**src/include/i2tm_pkg.sv**
```systemverilog
package i2tm_pkg;

  // register port
  localparam int          ADDR_W     = 3;
  localparam int          DATA_W     = 8;
  localparam logic [2:0]  OFS_TOC    = 3'h0;
  localparam logic [2:0]  OFS_STAT   = 3'h1;
  localparam logic [2:0]  OFS_CLR    = 3'h2;
  localparam logic [2:0]  OFS_IEN    = 3'h3;
  localparam logic [2:0]  OFS_SC1    = 3'h4;

  // time-out control fields
  localparam int          TOEN_BIT   = 7;
  localparam int          TOF_BIT    = 6;
  localparam int          SEL_W      = 6;
  localparam int          SEL_LSB    = 0;
  localparam logic [7:0]  TOC_RST    = 8'h00;

  // serial control one fields
  localparam int          SC1_AM_BIT = 6;
  localparam int          SC1_BB_BIT = 5;
  localparam logic [7:0]  SC1_RST    = 8'h01;
  localparam logic [7:0]  SC1_WMASK  = 8'h1f;

  // interrupt status bits
  localparam int          IRQ_W      = 2;
  localparam int          IRQ_TO     = 0;
  localparam int          IRQ_AM     = 1;

  // tick divider and counter width
  localparam int          PRESCALE   = 32;
  localparam int          CNT_W      = 12;

  typedef enum logic [0:0] {
    MON_IDLE = 1'b0,
    MON_RUN  = 1'b1
  } i2tm_state_t;

endpackage

```
**src/rtl/i2tm_monitor.sv**
```systemverilog
module i2tm_monitor #(
  parameter int PRESCALE = i2tm_pkg::PRESCALE
) (
  // clock, reset, enable
  input  wire logic                          clk_in,
  input  wire logic                          nrst_in,
  input  wire logic                          clk_en_in,
  // bus pins and subclock, asynchronous
  input  wire logic                          scl_in,
  input  wire logic                          sda_in,
  input  wire logic                          subclk_in,
  // from the slave address comparator
  input  wire logic                          addr_match_in,
  // register port
  input  wire logic [i2tm_pkg::ADDR_W-1:0]   reg_addr_in,
  input  wire logic [i2tm_pkg::DATA_W-1:0]   reg_wdata_in,
  input  wire logic                          reg_wr_in,
  input  wire logic                          reg_rd_in,
  output logic      [i2tm_pkg::DATA_W-1:0]   reg_rdata_out,
  // to the rest of the I2C slave
  output logic                               i2c_reset_out,
  output logic                               irq_out
);

  localparam int CW = i2tm_pkg::CNT_W;

  function automatic logic [CW-1:0] period_of(
    input logic [i2tm_pkg::SEL_W-1:0] sel
  );
    logic [CW-1:0] p;
    p = CW'(sel) + CW'(1);
    period_of = CW'(p * CW'(PRESCALE));
  endfunction

  function automatic logic hit(
    input logic [i2tm_pkg::ADDR_W-1:0] a,
    input logic [i2tm_pkg::ADDR_W-1:0] ofs
  );
    hit = (a == ofs);
  endfunction

  // pin synchronisers: bit 0 scl, bit 1 sda, bit 2 subclock
  logic [2:0]                 pin_s1_ff;
  logic [2:0]                 pin_s2_ff;
  logic [2:0]                 pin_d_ff;
  logic                       start_det;
  logic                       stop_det;
  logic                       scl_fall;
  logic                       sub_rise;

  always_ff @(posedge clk_in or negedge nrst_in) begin
    if (!nrst_in) begin
      pin_s1_ff <= 3'h3;
      pin_s2_ff <= 3'h3;
      pin_d_ff  <= 3'h3;
    end else if (clk_en_in) begin
      pin_s1_ff <= {subclk_in, sda_in, scl_in};
      pin_s2_ff <= pin_s1_ff;
      pin_d_ff  <= pin_s2_ff;
    end
  end

  // both scl samples high so a slow SCL edge is not taken as START
  assign start_det = pin_s2_ff[0] && pin_d_ff[0] && pin_d_ff[1] && !pin_s2_ff[1];
  assign stop_det  = pin_s2_ff[0] && pin_d_ff[0] && !pin_d_ff[1] && pin_s2_ff[1];
  assign scl_fall  = pin_d_ff[0] && !pin_s2_ff[0];
  assign sub_rise  = !pin_d_ff[2] && pin_s2_ff[2];

  // register write decode
  logic                       wr_toc;
  logic                       wr_clr;
  logic                       wr_ien;
  logic                       wr_sc1;

  assign wr_toc = clk_en_in && reg_wr_in && hit(reg_addr_in, i2tm_pkg::OFS_TOC);
  assign wr_clr = clk_en_in && reg_wr_in && hit(reg_addr_in, i2tm_pkg::OFS_CLR);
  assign wr_ien = clk_en_in && reg_wr_in && hit(reg_addr_in, i2tm_pkg::OFS_IEN);
  assign wr_sc1 = clk_en_in && reg_wr_in && hit(reg_addr_in, i2tm_pkg::OFS_SC1);

  // time-out control register
  logic                       toen_ff;
  logic                       tof_ff;
  logic [i2tm_pkg::SEL_W-1:0] sel_ff;
  logic                       to_hit;

  // monitor state
  i2tm_pkg::i2tm_state_t      st_ff;
  logic                       armed_ff;
  logic [CW-1:0]              cnt_ff;

  // counter reaching the period before the next fall is the overflow
  assign to_hit = clk_en_in && st_ff == i2tm_pkg::MON_RUN && !stop_det && !scl_fall
                  && sub_rise && cnt_ff == period_of(sel_ff) - CW'(1);

  always_ff @(posedge clk_in or negedge nrst_in) begin
    if (!nrst_in) begin
      sel_ff <= i2tm_pkg::TOC_RST[i2tm_pkg::SEL_LSB +: i2tm_pkg::SEL_W];
    end else if (wr_toc) begin
      sel_ff <= reg_wdata_in[i2tm_pkg::SEL_LSB +: i2tm_pkg::SEL_W];
    end
  end

  // hardware clear of the enable wins over a write in the same cycle
  always_ff @(posedge clk_in or negedge nrst_in) begin
    if (!nrst_in) begin
      toen_ff <= i2tm_pkg::TOC_RST[i2tm_pkg::TOEN_BIT];
    end else if (to_hit) begin
      toen_ff <= 1'b0;
    end else if (wr_toc) begin
      toen_ff <= reg_wdata_in[i2tm_pkg::TOEN_BIT];
    end
  end

  // writing zero clears; writing one leaves it; a new time-out wins
  always_ff @(posedge clk_in or negedge nrst_in) begin
    if (!nrst_in) begin
      tof_ff <= i2tm_pkg::TOC_RST[i2tm_pkg::TOF_BIT];
    end else if (to_hit) begin
      tof_ff <= 1'b1;
    end else if (wr_toc && !reg_wdata_in[i2tm_pkg::TOF_BIT]) begin
      tof_ff <= 1'b0;
    end
  end

  // START arms the monitor, an address match then starts it
  always_ff @(posedge clk_in or negedge nrst_in) begin
    if (!nrst_in) begin
      armed_ff <= 1'b0;
    end else if (clk_en_in) begin
      if (stop_det || to_hit) begin
        armed_ff <= 1'b0;
      end else if (start_det) begin
        armed_ff <= 1'b1;
      end
    end
  end

  always_ff @(posedge clk_in or negedge nrst_in) begin
    if (!nrst_in) begin
      st_ff <= i2tm_pkg::MON_IDLE;
    end else if (clk_en_in) begin
      case (st_ff)
        i2tm_pkg::MON_IDLE: begin
          if (!stop_det && toen_ff && addr_match_in && (armed_ff || start_det)) begin
            st_ff <= i2tm_pkg::MON_RUN;
          end
        end
        i2tm_pkg::MON_RUN: begin
          if (stop_det || to_hit || !toen_ff) begin
            st_ff <= i2tm_pkg::MON_IDLE;
          end
        end
        default: begin
          st_ff <= i2tm_pkg::MON_IDLE;
        end
      endcase
    end
  end

  // counts subclock rising edges; an SCL fall zeroes it so each bit starts fresh
  always_ff @(posedge clk_in or negedge nrst_in) begin
    if (!nrst_in) begin
      cnt_ff <= '0;
    end else if (clk_en_in) begin
      if (st_ff != i2tm_pkg::MON_RUN || scl_fall || to_hit) begin
        cnt_ff <= '0;
      end else if (sub_rise) begin
        cnt_ff <= cnt_ff + CW'(1);
      end
    end
  end

  // one-cycle reset of the I2C engine; data, address, control zero untouched
  always_ff @(posedge clk_in or negedge nrst_in) begin
    if (!nrst_in) begin
      i2c_reset_out <= 1'b0;
    end else if (clk_en_in) begin
      i2c_reset_out <= to_hit;
    end
  end

  // serial control one: match and busy flags by hardware, low bits by software
  logic [i2tm_pkg::DATA_W-1:0] sc1_ff;

  always_ff @(posedge clk_in or negedge nrst_in) begin
    if (!nrst_in) begin
      sc1_ff <= i2tm_pkg::SC1_RST;
    end else if (to_hit) begin
      sc1_ff <= i2tm_pkg::SC1_RST;
    end else if (clk_en_in) begin
      if (wr_sc1) begin
        sc1_ff <= (sc1_ff & ~i2tm_pkg::SC1_WMASK) | (reg_wdata_in & i2tm_pkg::SC1_WMASK);
      end
      if (start_det) begin
        sc1_ff[i2tm_pkg::SC1_BB_BIT] <= 1'b1;
        sc1_ff[i2tm_pkg::SC1_AM_BIT] <= 1'b0;
      end else if (stop_det) begin
        sc1_ff[i2tm_pkg::SC1_BB_BIT] <= 1'b0;
        sc1_ff[i2tm_pkg::SC1_AM_BIT] <= 1'b0;
      end else if (addr_match_in) begin
        sc1_ff[i2tm_pkg::SC1_AM_BIT] <= 1'b1;
      end
    end
  end

  // interrupt status, enable and write-one-to-clear
  logic [i2tm_pkg::IRQ_W-1:0] stat_ff;
  logic [i2tm_pkg::IRQ_W-1:0] ien_ff;
  logic [i2tm_pkg::IRQ_W-1:0] ev_set;
  logic [i2tm_pkg::IRQ_W-1:0] ev_clr;

  always_comb begin
    ev_set = '0;
    ev_set[i2tm_pkg::IRQ_TO] = to_hit;
    ev_set[i2tm_pkg::IRQ_AM] = clk_en_in && addr_match_in;
    ev_clr = wr_clr ? reg_wdata_in[i2tm_pkg::IRQ_W-1:0] : '0;
  end

  // set wins so an event in the clearing cycle is kept
  always_ff @(posedge clk_in or negedge nrst_in) begin
    if (!nrst_in) begin
      stat_ff <= '0;
    end else begin
      stat_ff <= (stat_ff & ~ev_clr) | ev_set;
    end
  end

  always_ff @(posedge clk_in or negedge nrst_in) begin
    if (!nrst_in) begin
      ien_ff <= '0;
    end else if (wr_ien) begin
      ien_ff <= reg_wdata_in[i2tm_pkg::IRQ_W-1:0];
    end
  end

  // one vector for match and time-out events
  assign irq_out = |(stat_ff & ien_ff);

  // read data valid only in the cycle after the strobe
  logic [i2tm_pkg::DATA_W-1:0] rd_mux;

  always_comb begin
    rd_mux = '0;
    case (reg_addr_in)
      i2tm_pkg::OFS_TOC: begin
        rd_mux = {toen_ff, tof_ff, sel_ff};
      end
      i2tm_pkg::OFS_STAT: begin
        rd_mux = {{(i2tm_pkg::DATA_W-i2tm_pkg::IRQ_W){1'b0}}, stat_ff};
      end
      i2tm_pkg::OFS_IEN: begin
        rd_mux = {{(i2tm_pkg::DATA_W-i2tm_pkg::IRQ_W){1'b0}}, ien_ff};
      end
      i2tm_pkg::OFS_SC1: begin
        rd_mux = sc1_ff;
      end
      default: begin
        rd_mux = '0;
      end
    endcase
  end

  always_ff @(posedge clk_in or negedge nrst_in) begin
    if (!nrst_in) begin
      reg_rdata_out <= '0;
    end else if (clk_en_in) begin
      reg_rdata_out <= reg_rd_in ? rd_mux : '0;
    end
  end
endmodule

```
**config.mk**
```make
export PLATFORM = sky130hd
export DESIGN_NAME = i2tm_monitor
export DESIGN_NICKNAME = d
export VERILOG_FILES = /design/src/include/i2tm_pkg.sv /design/src/rtl/i2tm_monitor.sv
export SDC_FILE = /design/constraint.sdc
export NUM_CORES = 1
export LEC_CHECK = 0
export BUFFER_PORTS_ARGS = -buffer_cell sky130_fd_sc_hd__buf_2
export CAP_MARGIN = 40
export CORE_MARGIN = 3
export CORE_UTILIZATION = 35
export DETAILED_ROUTE_END_ITERATION = 7
export GPL_TIMING_DRIVEN = 0
export HOLD_SLACK_MARGIN = 0.08
export PLACE_DENSITY = 0.51
export SYNTH_ARGS = -nofsm -noshare
export SYNTH_HDL_FRONTEND = slang
export SYNTH_SLANG_ARGS = --single-unit
```
**constraint.sdc**
```tcl
create_clock -name clk_in -period 4.83 [get_ports clk_in]
set_input_delay 0.2415 -clock clk_in [delete_from_list [all_inputs] [get_ports clk_in]]
set_output_delay 0.2415 -clock clk_in [all_outputs]
set_load 0.1 [all_outputs]
```
==> impl_metrics.ini <==
[global_route]
first_global_vias = 2287
grt_pass1_wl_um = 11400
antenna_found_initial = 0
track_usage_pct = 14.7
grt_max_degree = 36
grt_overflow = 0

[timing]
worst_pin_slew_ps = 633
hold_violations = 0
setup_viol = 0
fmax_ghz = 0.406
slew_headroom_pct = 57.8
drv_slew = 0
setup_tns_ps = 0
rsz0062_at_grt = no
skew_ps = 5.05
fin_crit_sh_pct = 51.0
min_period_ps = 2460

[yosys]
synth_area_leaders = dfrtp_1 (37%), dfstp_2 (6.2%), mux2_2 (5.3%), mux2i_1 (4.4%), nand2_1 (3.7%)
synth.avg_cell_area_sq_um = 10.2
netlist-cell-type-count = 64
ys_seq_area_share_pct = 43.4
syn_nets = 314
ys_top_cells_by_count = dfrtp_1 (44), nand2_1 (29), nor2_1 (20)
synth_ff_type = dfrtp_1
synth_top_cell_by_area = dfrtp_1
synth.top_cell.area_share_pct = 37.2
netlist_area_sq_um = 2960
async_flop_share_pct = 100
yosysWarningCount = 0
synth_cells = 291
ys_seq_elements = 51
synth.most_common_cell = dfrtp_1
synth-edff-count = 0

[floorplan]
die_w_um = 98.0
io_pins = 30
placementRows = 32
dieArea_sq_um = 9600
core_sq_um = 7970
initial_utilization_pct = 37.2
die_h_um = 98.0

[cts]
cts_sinks = 51
ctsHoldBuffers = 1
cts.htree.levels = 2
clk_path_buf_depth = 2
root_buffer = clkbuf_8
ctsResizeCount = 0
cts_tree = done
cts-buffers-inserted = 5
post_cts_buffers = 0
clk_latency_ps = 310
path_clk_slew_ps = 100

[critical_path]
rrSetupSlack_ps = 2370
crit_path_cell_trace = ha_1, buf_2, and3_2, nand3_1, xor2_1, o211ai_1, o211ai_2, nor3b_4, buf_8, o31ai_2
crit_family = simple AND/OR/NAND/NOR gates
critical_path_class = register to register
crit_path_end_kind = register
worst_ep_arrival_time_ps = 2650
cpMaxStageDelayCell = dfrtp_1
cp-start-kind = register
cp.required_ps = 5020
max_stage_delay_ps = 410
crit_buf_inv = 2
path_max_fanout = 10

[layout]
syn_to_final_growth_pct = 13.2
fin_util_pct = 42.1
finalNonFillerCells = 431
nNetsFinal = 351
diodes = 0
layout-drive-gt1-share_pct = 27.4

[power_and_ir_drop]
pwr-share-seq_pct = 47.1
powerDensity_nw_per_um2 = 338
p_leak_nw = 1.48
p_total_mw = 1.13
pwr-share-comb_pct = 30.0
swShare_pct = 36.4
switchingPower_uw = 412
ir_worst_vdd_mv = 0.166
pwr-share-clk_pct = 22.9
p_int_uw = 721

[detailed_routing]
highest_layer = met4
routed-wl-met3_um = 163
first_pass_iters = 4
avgViaCountPerCell = 5.28
postRouteAntennaNets = 0
wl_um = 6780
wl_met1_um = 3470
num_vias = 2275
drc = 0
drtIter0Drc = 73
routedWlPerCell_um = 15.7
dr_wl_met2_um = 3030

[placed_design]
placedCellCount = 422
port_buffers = 28
place_congestion = 0.835
dp_hpwl_um = 4990

[status]
status = finished, final reports clean

[flow_run]
maxCapViolations = 0

[hold_path]
hold_class = input pin to register
==> per-stage QoR <==
stage | hold WS [ps] | worst slack (ps) | instance area (sq um)
2_1_floorplan | -54.1 | 2650 | 2960
3_3_place_gp | 457 | 2380 | 3230
3_5_place_dp | 205 | 2390 | 3250
4_1_cts | 136 | 2370 | 3350
5_1_grt | 145 | 2190 | 3350
6_report | 146 | 2370 | 3350
==> worst register-to-register path: stages, from the launching register on <==
cell and delay (ps):
dfrtp_1 410, ha_1 210, buf_2 190, and3_2 190, nand3_1 80, xor2_1 220, o211ai_1 150, o211ai_2 220
nor3b_4 390, buf_8 210, o31ai_2 70
==> cell families after synthesis <==
kind of cell	after synthesis	synth area share (%)
AO/OA/AOI/OAI	70	18.2
XOR/XNOR	14	4.61
adder cells (fa/ha/maj)	3	1.27
buffers and inverters	24	4.06
flip-flops	51	43.4
multiplexers	27	9.72
AND/OR/NAND/NOR	102	18.8
==> layer usage <==
metal,track usage (%),vias to the layer above
met5,0,-
met4,5.64,0
met3,2.93,10
met2,22.1,29
met1,20.7,1103
li1,-,1133
==> power groups by stage <==
stage | combinational, mW | sequential, mW | clock [mW]
after floorplan | 0.240 | 0.550 | 0
after global placement | 0.336 | 0.541 | 0
after detailed placement | 0.341 | 0.540 | 0
after CTS | 0.342 | 0.533 | 0.272
after global routing | 0.374 | 0.541 | 0.289
final | 0.340 | 0.533 | 0.260
==> cell type report <==
cell class | instances | area (sq um)
Multi-Input combinational cell | 216 | 1560
Inverter | 7 | 26.3
Timing Repair Buffer | 30 | 170
Buffer | 17 | 93.8
Fill cell | 787 | 4620
Clock inverter | 3 | 23.8
Tap cell | 102 | 128
Sequential cell | 51 | 1280
Clock buffer | 5 | 68.8
==> state kept, by name, indices dropped and copies added, names as in the netlist <==
signal / flops
pin_s2_ff: 3
sc1_ff: 7
i2c_reset_out: 1
pin_s1_ff: 3
stat_ff: 2
ien_ff: 2
toen_ff: 1
armed_ff: 1
sel_ff: 6
st_ff: 1
cnt_ff: 12
tof_ff: 1
reg_rdata_out: 8
pin_d_ff: 3
==> path summary, 6_finish.rpt <==
kind                                 start        end  cells after the start
max                              sel_ff[0]  cnt_ff[3]                     10
min                        reg_wdata_in[4]  sel_ff[4]                      3
max reg2reg                      sel_ff[0]  cnt_ff[3]                     10
min reg2reg                         tof_ff     tof_ff                      1
max in group asynchronous          nrst_in  sc1_ff[0]                      3
min in group asynchronous          nrst_in   armed_ff                      2
==> cell usage in the layout (no fill, tap or decap), types with 5 or more instances in the layout <==
cell       instances
clkbuf_1           8
o2bb2ai_1          9
clkbuf_8           5
nor3_2             5
dfstp_2            7
nand2b_1           5
inv_1              6
nand3_1           10
xor2_1             9
buf_2             31
mux2_2            14
a21oi_1            6
nor2_1            20
mux2i_1           13
nand4_1            5
o21ai_0           15
dfrtp_1           44
nand2_1           29
No activity file was read; power rests on OpenSTA's default activity.
